## src/logic/usw_pkg.sv

```systemverilog
`default_nettype none
package usw_pkg;
	localparam int CLK_PERIOD_NS = 4;
	localparam int RST_HOLD_MS   = 5;
	// least hold, so round the cycle count up
	localparam int RST_HOLD_CYC  =
		(RST_HOLD_MS * 1000000 + CLK_PERIOD_NS - 1) / CLK_PERIOD_NS;
	localparam int RST_CNT_W     = 21;

	typedef enum logic [2:0] {
		SEQ_HIZ  = 3'b001,
		SEQ_LOW  = 3'b010,
		SEQ_HIGH = 3'b100
	} usw_seq_t;

	typedef struct packed {
		logic s1;
		logic s2;
		logic low_seen;
		logic pulse;
	} usw_strb_t;

	localparam usw_strb_t STRB_RST = '{
		s1: 1'b1, s2: 1'b1, low_seen: 1'b0, pulse: 1'b0};

	typedef struct packed {
		usw_seq_t               seq;
		logic [RST_CNT_W-1:0]   cnt;
		logic                   configured;
		logic                   pwr_n;
		logic                   resume;
		logic                   flush;
		logic                   rst_o;
		logic                   rst_oe;
		logic                   osc;
		logic                   pull_dn;
		logic                   stat_oe;
		logic                   stat_pu;
		logic                   ee_oe;
		logic                   ee_pu;
		logic                   in_reset;
	} usw_top_t;

	localparam usw_top_t TOP_RST = '{
		seq: SEQ_HIZ, cnt: 21'h000000, configured: 1'b0, pwr_n: 1'b1,
		resume: 1'b0, flush: 1'b0, rst_o: 1'b0, rst_oe: 1'b0,
		osc: 1'b0, pull_dn: 1'b0, stat_oe: 1'b0, stat_pu: 1'b1,
		ee_oe: 1'b0, ee_pu: 1'b1, in_reset: 1'b1};
endpackage : usw_pkg
`default_nettype wire

```

## src/logic/usw_ctrl.sv

```systemverilog
`timescale 1ns/100ps
`default_nettype none
module usw_ctrl #(
	parameter int HOLD_CYC = usw_pkg::RST_HOLD_CYC
) (
	input  wire logic REF_CLK,          // internal reference clock
	input  wire logic RST_N,            // power-on reset, active low
	input  wire logic SUPPLY_OK,        // supply above threshold
	input  wire logic OSC_RUN,          // oscillator running
	input  wire logic OSC_IN,           // oscillator cell level
	input  wire logic EXT_RESET_N,      // external reset pin
	input  wire logic USB_CONFIGURED,   // host finished configuration
	input  wire logic USB_SUSPEND,      // link is suspended
	input  wire logic USB_BUS_RESET,    // usb bus reset seen
	input  wire logic CFG_REMOTE_WAKE,  // stored remote wakeup option
	input  wire logic CFG_PULL_DN,      // stored suspend pull-down option
	input  wire logic SEND_NOW_WAKE_N,  // send-now / wake strobe pin
	input  wire logic TX_NOT_EMPTY,     // transmit buffer holds data
	input  wire logic BULK_IN_SERVED,   // bulk IN request answered
	output logic      POWER_ON_N,       // power enable, active low
	output logic      RESUME_REQ,       // resume request pulse
	output logic      SEND_SHORT,       // flush pending for next IN
	output logic      RESET_OUT_N_O,    // reset output level
	output logic      RESET_OUT_N_OE,   // reset output drive enable
	output logic      OSC_OUT,          // oscillator output
	output logic      FIFO_PULL_DN,     // data pins weak pull-down
	output logic      STATUS_PINS_OE,   // fifo status pins drive
	output logic      STATUS_PULLUP_EN, // status pins weak pull-up
	output logic      EEPROM_PINS_OE,   // memory pins drive
	output logic      EEPROM_PULLUP_EN, // memory pins weak pull-up
	output logic      DEVICE_IN_RESET   // internal reset in progress
);
	localparam logic [usw_pkg::RST_CNT_W-1:0] HOLD_M1 =
		usw_pkg::RST_CNT_W'(HOLD_CYC - 1);

	if (HOLD_CYC < 1 || HOLD_CYC >= (1 << usw_pkg::RST_CNT_W)) begin : g_chk
		$error("HOLD_CYC out of counter range");
	end

	usw_pkg::usw_top_t st_r;
	usw_pkg::usw_top_t st_nxt;
	logic              strobe;
	logic              ok;
	logic              dev_rst;

	// single clock domain for suspend, wake and reset control
	usw_strobe u_strobe (
		.clk   (REF_CLK),
		.rst_n (RST_N),
		.pin_n (SEND_NOW_WAKE_N),
		.pulse (strobe)
	);

	assign ok = SUPPLY_OK & OSC_RUN;

	always_comb begin
		st_nxt        = st_r;
		st_nxt.resume = 1'b0;
		// bus reset is deliberately not an input here
		if (!ok) begin
			st_nxt.seq = usw_pkg::SEQ_HIZ;
			st_nxt.cnt = '0;
		end else if (!EXT_RESET_N) begin
			st_nxt.seq = usw_pkg::SEQ_LOW;
			st_nxt.cnt = '0;
		end else begin
			unique case (st_r.seq)
				usw_pkg::SEQ_HIZ, usw_pkg::SEQ_LOW: begin
					if (st_r.cnt == HOLD_M1) begin
						st_nxt.seq = usw_pkg::SEQ_HIGH;
						st_nxt.cnt = '0;
					end else begin
						st_nxt.cnt = st_r.cnt + 1'b1;
					end
				end
				usw_pkg::SEQ_HIGH: begin
					st_nxt.seq = usw_pkg::SEQ_HIGH;
				end
				default: begin
					st_nxt.seq = usw_pkg::SEQ_HIZ;
					st_nxt.cnt = '0;
				end
			endcase
		end
		dev_rst = (st_nxt.seq != usw_pkg::SEQ_HIGH);

		if (dev_rst) begin
			st_nxt.configured = 1'b0;
			st_nxt.flush      = 1'b0;
		end else begin
			// configuration wins over a bus reset in the same cycle
			if (USB_CONFIGURED) begin
				st_nxt.configured = 1'b1;
			end else if (USB_BUS_RESET) begin
				st_nxt.configured = 1'b0;
			end
			if (strobe && st_r.pwr_n && USB_SUSPEND && CFG_REMOTE_WAKE) begin
				st_nxt.resume = 1'b1;
			end
			// a fresh strobe beats the clear by a served IN request
			if (strobe && !st_r.pwr_n) begin
				st_nxt.flush = TX_NOT_EMPTY;
			end else if (BULK_IN_SERVED) begin
				st_nxt.flush = 1'b0;
			end
		end
		st_nxt.pwr_n    = ~(st_nxt.configured & ~USB_SUSPEND);
		st_nxt.rst_oe   = (st_nxt.seq != usw_pkg::SEQ_HIZ);
		st_nxt.rst_o    = (st_nxt.seq == usw_pkg::SEQ_HIGH);
		st_nxt.osc      = USB_SUSPEND ? 1'b0 : OSC_IN;
		st_nxt.pull_dn  = CFG_PULL_DN & USB_SUSPEND;
		st_nxt.stat_oe  = ~dev_rst;
		st_nxt.stat_pu  = dev_rst;
		st_nxt.ee_oe    = ~dev_rst;
		st_nxt.ee_pu    = dev_rst;
		st_nxt.in_reset = dev_rst;
	end

	always_ff @(posedge REF_CLK or negedge RST_N) begin
		if (!RST_N) begin
			st_r <= usw_pkg::TOP_RST;
		end else begin
			st_r <= st_nxt;
		end
	end

	assign POWER_ON_N       = st_r.pwr_n;
	assign RESUME_REQ       = st_r.resume;
	assign SEND_SHORT       = st_r.flush;
	assign RESET_OUT_N_O    = st_r.rst_o;
	assign RESET_OUT_N_OE   = st_r.rst_oe;
	assign OSC_OUT          = st_r.osc;
	assign FIFO_PULL_DN     = st_r.pull_dn;
	assign STATUS_PINS_OE   = st_r.stat_oe;
	assign STATUS_PULLUP_EN = st_r.stat_pu;
	assign EEPROM_PINS_OE   = st_r.ee_oe;
	assign EEPROM_PULLUP_EN = st_r.ee_pu;
	assign DEVICE_IN_RESET  = st_r.in_reset;
endmodule : usw_ctrl
`default_nettype wire

```

## src/logic/usw_strobe.sv

```systemverilog
`timescale 1ns/100ps
`default_nettype none
module usw_strobe (
	input  wire logic clk,     // internal clock
	input  wire logic rst_n,   // async reset, active low
	input  wire logic pin_n,   // raw strobe pin, active low
	output logic      pulse    // one cycle per low-then-release
);
	usw_pkg::usw_strb_t st_r;
	usw_pkg::usw_strb_t st_nxt;

	always_comb begin
		st_nxt       = st_r;
		st_nxt.s1    = pin_n;
		st_nxt.s2    = st_r.s1;
		st_nxt.pulse = 1'b0;
		// event fires on release so a held-low pin counts once
		if (!st_r.s2) begin
			st_nxt.low_seen = 1'b1;
		end else if (st_r.low_seen) begin
			st_nxt.low_seen = 1'b0;
			st_nxt.pulse    = 1'b1;
		end
	end

	always_ff @(posedge clk or negedge rst_n) begin
		if (!rst_n) begin
			st_r <= usw_pkg::STRB_RST;
		end else begin
			st_r <= st_nxt;
		end
	end

	assign pulse = st_r.pulse;
endmodule : usw_strobe
`default_nettype wire

```

## config.mk

```make
export PLATFORM = sky130hd
export DESIGN_NAME = usw_ctrl
export DESIGN_NICKNAME = d
export VERILOG_FILES = /design/src/logic/usw_pkg.sv /design/src/logic/usw_ctrl.sv /design/src/logic/usw_strobe.sv
export SDC_FILE = /design/constraint.sdc
export NUM_CORES = 1
export LEC_CHECK = 0
export BUFFER_PORTS_ARGS = -buffer_cell sky130_fd_sc_hd__buf_2
export CELL_PAD_IN_SITES_DETAIL_PLACEMENT = 1
export CELL_PAD_IN_SITES_GLOBAL_PLACEMENT = 2
export CORE_MARGIN = 3
export CORE_UTILIZATION = 37
export CTS_BUF_LIST = sky130_fd_sc_hd__clkbuf_8
export DETAILED_ROUTE_END_ITERATION = 16
export GPL_ROUTABILITY_DRIVEN = 0
export MAX_ROUTING_LAYER = met4
export PLACE_DENSITY_LB_ADDON = 0.08
export RECOVER_POWER = 50
export SLEW_MARGIN = 20
export SYNTH_ARGS = -nofsm -noshare
export SYNTH_HDL_FRONTEND = slang
export SYNTH_SLANG_ARGS = --single-unit
```

## constraint.sdc

```tcl
create_clock -name REF_CLK -period 2.45 [get_ports REF_CLK]
set_input_delay 0.245 -clock REF_CLK [delete_from_list [all_inputs] [get_ports REF_CLK]]
set_output_delay 0.245 -clock REF_CLK [all_outputs]
set_load 0.01 [all_outputs]
```

# Yosys cells after proc, flatten, opt, wreduce, memory -nomap -nowiden
# Cells that the tools add are included.
# op_classes
muxes,18
magnitude_cmp,0
reduce_logical,7
addsub,1
bitwise_logic,6
shift,0
n_div,0
multipliers,0
n_eq_ne,8
# op_table
op,n
two-way mux 24 bit,2
case mux 21 bit (2 select lines),1
"adder 21 x 1 -> 21 bit, second input constant",1
"== test 21 bit, second input constant",1
two-way mux 21 bit,1
two-way mux 1 bit,12
"== test 3 bit, second input constant",2
"!= test 3 bit, second input constant",2
case mux 3 bit (2 select lines),1
logical AND 1 bit,4
bitwise AND 1 bit,3
"== test 3 x 1 -> 1 bit, second input constant",1
"== test 3 x 2 -> 1 bit, second input constant",1
two-way mux 3 bit,1
"!= test 3 x 1 -> 1 bit, second input constant",1
NOT 1 bit,3
nonzero test 3 bit,1
OR reduction 2 bit,1
logical NOT 1 bit,1
# word_totals
out_inout_bits,12
mem_count,0
mem_bits_rw,0
romBits,0
latch_bits,0
reg_bits,38

# Depth between registers and ports, before layout
# Gate-level depths: netlist of run 1.
# logic_depth
depth_word,9
mapped_depth,7
depth_no_buf,6

# Cells and area by module
# From an unflattened synthesis of run 1, not the netlist that was laid out.
# hier_totals
cells_unflattened,180
hier_area_um2,1813.0
# modules_own_cells
module,cells_each,area_per_inst_um2,instances,seq_area_each_um2
usw_ctrl,174,1700.4,1,829.5
usw_strobe,6,112.6,1,102.6

# Worst setup path after synthesis of run 1
# OpenSTA, ideal clock, no wires.
# synth_path
path_type,flip-flop to flip-flop
start,register st_r[17] (netlist name)
end,register st_r[22] (netlist name)
period_less_slack_ns,1.922
t_required_ns,2.329
stages_incl_launch_ff,7
arrival_ns,1.801
setup_slack_ns,0.528
n_path_buf,1
path_cell_list,dfrtp_1 nor4b_2 nand2_1 or4_4 buf_6 a31o_1 a22o_1
# synth_between
elab_chain_len,5
# synth_lines
element,line,text
"start, declared",usw_ctrl.sv:40,usw_pkg::usw_top_t st_r;
"start signal, assigned",usw_ctrl.sv:121,st_r <= usw_pkg::TOP_RST;
"start signal, assigned",usw_ctrl.sv:123,st_r <= st_nxt;
adder 21 x 1 -> 21 bit or == test 21 bit (tied branches),"usw_ctrl.sv:73, usw_ctrl.sv:69",
two-way mux 21 bit *,usw_ctrl.sv:69,if (st_r.cnt == HOLD_M1) begin
case mux 21 bit (2 select lines) *,usw_ctrl.sv:67,unique case (st_r.seq)
two-way mux 24 bit *,usw_ctrl.sv:63,end else if (!EXT_RESET_N) begin
two-way mux 24 bit *,usw_ctrl.sv:60,if (!ok) begin
# Every way passes the cells marked *; elsewhere a longest branch is shown, timed or not.
# A chain may end at the register's enable or synchronous reset.

# Worst setup path in the final report of run 1
# layout_path
start,register st_r[31] (netlist name)
end,register st_r[22] (netlist name)
# layout_between
elab_chain_len,5
# layout_lines
element,line
== test 21 bit,usw_ctrl.sv:69
two-way mux 21 bit,usw_ctrl.sv:69
case mux 21 bit (2 select lines),usw_ctrl.sv:67
two-way mux 24 bit,usw_ctrl.sv:63
two-way mux 24 bit,usw_ctrl.sv:60
# No other way between the ends.

==> reports/metrics.cfg, run 1 <==
[layout]
drive_above_1_share_pct = 21.4
num-nets-final = 229
diodes = 0
finalCoreUtilization_pct = 44.9
final_cells = 282
area_growth_syn_to_layout_pct = 16.0

[clock_network]
cts_resized = 0
cts_num_sinks = 37
cts_root_buf = clkbuf_8
cts.clk_slew.worst_paths_ns = 0.07
htreeDepth = 2
cts_tree = built
cts_made_buffers = 5
clock_latency_ns = 0.29
hold_buffers = 0
cts_buffer_depth = 2
cts_setup_buffers = 0

[sta]
slew_violations = 38
worstMarginPinSlew_ns = 2.03
skew_ns = 0.00674
finalHoldViolCount = 0
fmax_ghz = 0.462
fin_crit_sh_pct = 88.3
fin_crit_ns = 2.16
grt_setup_unrepaired = false
setup_viol = 0
tns_ns = 0
slew-limit-headroom_pct = -35.6

[worst_setup_path]
crit_buf_inv = 0
r2r_slack_ns = 0.29
crit_arrival_ns = 2.35
slowest_stage = or4_4
cpPeakStageDelay_ns = 0.72
crit_chain = nor3b_1 > nand4_1 > or4_4 > a31o_1 > a22o_1
start_kind = register
worst-path-stages = 5
worstSetupEndpointType = register
crit_required_ns = 2.63
reg2regPathDepth = 5
endpoint = st_r[22]
cp_max_fo = 18
crit_type = reg -> reg
rr_startpoint = st_r[31]
cpLargestDelayFamily = simple AND/OR/NAND/NOR gates
reg2reg_to = st_r[22]
worstSetupStartpoint = st_r[31]

[grt]
grt_pass1_vias = 1724
grt_pass1_wl_microns = 8350
grt_util_all_layers_pct = 18.6
antenna_found_initial = 0
overflow = 0
grt_start_max_net_pins = 38

[routing]
antenna_left = 0
initialDrtViolationCount = 74
dr.pass1.iters = 4
drcViolationCount = 0
routedWlPerCell_microns = 16.9
vias = 1551
viasPerCell = 5.50
postRouteWirelength_microns = 4760

[flow_run]
drv_cap = 1

[placement]
dp_cells = 274
portBuffers = 25
dp_hpwl_microns = 3420

[outcome]
violations = capacitance limit, slew limit
status = complete, but fails checks

[synth]
post_synth.cell_area_avg_sq_um = 9.90
synth_top_area_cell = dfrtp_1
ys_types = 40
ys_seq_area_share_pct = 50.6
synthFlopType = dfrtp_1
synth_seq_cells = 37
synth.top_cell.area_share_pct = 43.5
async_flop_share_pct = 100
ys_top_cells_by_area = dfrtp_1 (43%), dfstp_2 (7.1%), nand2_1 (4.1%), xnor2_1 (3.8%), a31oi_1 (3.7%)
synth-edff-count = 0
syn_area_sq_um = 1840
synthesis.nets = 201
synthCells = 186
yosysWarnings = 0

[floorplanning]
die_h_microns = 76.6
core-area_sq_um = 4750
ios = 26
rows = 25
start_util_pct = 38.7
die_x_microns = 76.6
die_area_sq_um = 5860

[min_path]
hp-class = in -> reg

[power_and_ir_drop]
ir_drop_uv = 240
power-per-cell-area_nw_per_um2 = 573
leakage_nw = 0.894

stage by stage:
step	hold WS (ns)	power (W)	setup slack, ns	area (sq um)
2_1_floorplan	-0.0506	0.000658	0.528	1840
3_3_place_gp	0.349	0.000690	0.339	2020
3_5_place_dp	0.347	0.000693	0.265	2020
4_1_cts	0.0426	0.00124	0.274	2140
5_1_grt	0.0382	0.00127	0.0974	2140
6_report	0.0478	0.00122	0.286	2140
synth_stat cells (all sizes together) (5+ instances only):
library cell  instances
nand3                 9
buf                   9
dfstp                 5
dfrtp                32
nand2                20
nor3                  8
nor4                  5
a31oi                11
xnor2                 8
nor2                 17
inv                   7
area by class of cell:
type                       instances  area [sq um]
clock inverter                     2          33.8
inverter                           7          26.3
fill                             563          2620
timing repair buffer              30           160
sequential                        37           932
multi-input combinational        133           817
tap                               67          83.8
clock buffer                       6          82.6
metal layers:
layer	part of all wire [%]	track usage (%)
met5	0	-
met4	2.7	8.88
met3	3.7	3.43
met2	52	31.9
met1	42	21.0
cells in the final DEF, fill, tap and decap left out, types with 6 or more instances in the layout:
cell type | netlist | layout
dfrtp_1 | 32 | 32
buf_2 | 2 | 23
nand2_1 | 20 | 20
nor2_1 | 17 | 17
a31oi_1 | 11 | 11
nand3_1 | 9 | 9
nor3_1 | 8 | 8
inv_1 | 7 | 8
xnor2_1 | 8 | 8
clkbuf_8 | 0 | 6
report_power, final:
part           switching, W  total (W)  internal, W
Sequential       0.00000423   0.000624     0.000620
Combinational     0.0000347  0.0000544    0.0000198
Clock              0.000216   0.000544     0.000328
Total              0.000255    0.00122     0.000968
worst min-delay path by stage:
stage / end / slack [ns] / from / cells after the start
2_1_floorplan: EEPROM_PINS_OE / -0.05 / RST_N / 0
6_report: u_strobe.st_nxt[2] / 0.05 / SEND_NOW_WAKE_N / 1
5_1_grt: u_strobe.st_nxt[2] / 0.04 / SEND_NOW_WAKE_N / 1
3_3_place_gp: u_strobe.st_r[2] / 0.35 / u_strobe.st_nxt[2] / 0
4_1_cts: u_strobe.st_nxt[2] / 0.04 / SEND_NOW_WAKE_N / 1
3_5_place_dp: u_strobe.st_r[2] / 0.35 / u_strobe.st_nxt[2] / 0
registers in the layout (all words and copies together), names as in the netlist:
register	count
u_strobe.st_nxt	1
u_strobe.pulse	1
DEVICE_IN_RESET	1
RESUME_REQ	1
RESET_OUT_N_OE	1
OSC_OUT	1
POWER_ON_N	1
u_strobe.st_r	2
SEND_SHORT	1
FIFO_PULL_DN	1
EEPROM_PINS_OE	1
st_r	25
cells by family (layout without fill, tap and decap cells):
logic type / after synthesis / after routing / synth area share, %
AND/OR/NAND/NOR: 90 / 90 / 26.6
flip-flops: 37 / 37 / 50.6
AO/OA/AOI/OAI: 33 / 33 / 12.7
multiplexers: 1 / 1 / 0.543
buffers and inverters: 16 / 45 / 5.03
adder cells (fa/ha/maj): 1 / 1 / 0.679
XOR/XNOR: 8 / 8 / 3.80
Note: power is estimated with default switching activity, not from simulation.
==> run 2: changes to the inputs <==
--- a/config.mk
+++ b/config.mk
@@ -9,7 +9,7 @@
 export CELL_PAD_IN_SITES_DETAIL_PLACEMENT = 1
 export CELL_PAD_IN_SITES_GLOBAL_PLACEMENT = 2
 export CORE_MARGIN = 3
-export CORE_UTILIZATION = 37
+export CORE_UTILIZATION = 33
 export CTS_BUF_LIST = sky130_fd_sc_hd__clkbuf_8
 export DETAILED_ROUTE_END_ITERATION = 16
 export GPL_ROUTABILITY_DRIVEN = 0
==> constraint.sdc (replaced) <==
create_clock -name REF_CLK -period 1.9 [get_ports REF_CLK]
set_input_delay 0.19 -clock REF_CLK [delete_from_list [all_inputs] [get_ports REF_CLK]]
set_output_delay 0.19 -clock REF_CLK [all_outputs]
set_load 0.01 [all_outputs]
==> reports/metrics.cfg, run 2 (synthesized netlist as in run 1, its figures left out) <==
[clock_network]
cts_tree = built
cts_num_sinks = 37
clock_latency_ns = 0.30
htreeDepth = 2
cts_root_buf = clkbuf_8
cts_buffer_depth = 2
cts.clk_slew.worst_paths_ns = 0.08
cts_made_buffers = 5

[floorplanning]
start_util_pct = 35.2
rows = 26
core-area_sq_um = 5240
die_h_microns = 80.7
die_x_microns = 80.7
die_area_sq_um = 6510
ios = 26

[sta]
tns_ns = -0.159
finalHoldViolCount = 0
fmax_ghz = 0.514
worstMarginPinSlew_ns = 0.942
fin_crit_ns = 1.95
skew_ns = 0.00570
grt_setup_unrepaired = true
fin_ws_ns = -0.0469
slew-limit-headroom_pct = 37.2
fin_crit_sh_pct = 102
setup_viol = 9
slew_violations = 0

[grt]
grt_util_all_layers_pct = 18.9
grt_pass1_vias = 1817
overflow = 0
antenna_found_initial = 0
grt_pass1_wl_microns = 8940
grt_start_max_net_pins = 38

[routing]
initialDrtViolationCount = 38
viasPerCell = 5.30
drcViolationCount = 0
routedWlPerCell_microns = 17.6
vias = 1686
dr.pass1.iters = 4
antenna_left = 0
postRouteWirelength_microns = 5600

[layout]
largest_reg_flops = 25
num-nets-final = 262
area_growth_syn_to_layout_pct = 35.3
regMostFlops = st_r
drive_above_1_share_pct = 37.5
fin_area_sq_um = 2490
reg_top3 = st_r x25, u_strobe.st_r x2
fill_cells = 605
final_cells = 318
final_cell_mix = dfrtp_1 (32), buf_4 (32), buf_2 (24)
diodes = 0

[worst_setup_path]
reg2regPathDepth = 5
cp_max_fo = 7
r2r_slack_ns = -0.05
rr_startpoint = st_r[31]
crit_type = reg -> reg
reg2reg_to = st_r[22]
crit_required_ns = 2.08
start_kind = register
worstSetupEndpointType = register
crit_arrival_ns = 2.13

[min_path]
min_from = CFG_PULL_DN
holdPathStages = 2
min_to = FIFO_PULL_DN
hp-class = in -> reg

[placement]
portBuffers = 25
dpl_cell_area_sq_um = 2240
dp_hpwl_microns = 4090
post-place-ws_ns = -0.105
dp_cells = 304

[power_and_ir_drop]
leakage_nw = 1.07
power-per-cell-area_nw_per_um2 = 586
ir_drop_uv = 243

[outcome]
status = complete, but fails checks
violations = setup timing

[flow_run]
drv_cap = 0

## run 2: worst max-delay path by stage
| stage | start | to | cells past startpoint |
|---|---|---|---|
| 2_1_floorplan | st_r[32] | st_r[22] | 6 |
| 3_3_place_gp | st_r[32] | st_r[20] | 6 |
| 3_5_place_dp | st_r[32] | st_r[30] | 6 |
| 4_1_cts | st_r[31] | st_r[24] | 5 |
| 5_1_grt | st_r[31] | st_r[22] | 5 |
| 6_report | st_r[31] | st_r[22] | 5 |
## run 2: worst max-delay path: stages, from the launching register on
cell and delay, ns:
dfrtp_1 0.39, nor3b_2 0.22, nand4_1 0.17, or4_4 0.62, a31o_1 0.20, a22o_1 0.23
## run 2: final cells by class
type / count / area, sq um / area share (%)
clock inverter: 2 / 7.51 / 0.301
clock buffer: 6 / 82.6 / 3.31
timing repair buffer: 63 / 432 / 17.3
sequential: 37 / 932 / 37.4
tap: 70 / 87.6 / 3.52
multi-input combinational: 133 / 923 / 37.1
inverter: 7 / 26.3 / 1.05
## run 2: what timing repair did
item	4_1_cts	5_1_grt
setup endpoints to repair	20	26
pin swaps	3	12
gates cloned	0	0
buffers inserted	1	3
resized for setup	8	11
hold buffers	2	0
hold endpoints to repair	33	0
## run 2: layer usage
layer,up-vias,GRT usage (%),part of all wire [%]
met5,-,-,0
met4,0,5.91,1.7
met3,8,4.48,3.5
met2,29,33.7,53
met1,853,20.7,42
li1,796,-,-
## run 2: stage by stage
step	hold WS (ns)	total power, W	utilization (%)
global route	0.0945	0.00151	47.6
detailed placement	0.269	0.000895	42.8
global placement	0.261	0.000892	42.8
CTS	0.0959	0.00147	45.8
finish	0.0983	0.00146	47.6
floorplan	-0.106	0.000848	-
## run 2: power by group
part	switching, W	internal (W)	total [W]
Clock	0.000289	0.000285	0.000574
Sequential	0.00000527	0.000800	0.000805
Combinational	0.0000498	0.0000310	0.0000808
Total	0.000344	0.00112	0.00146
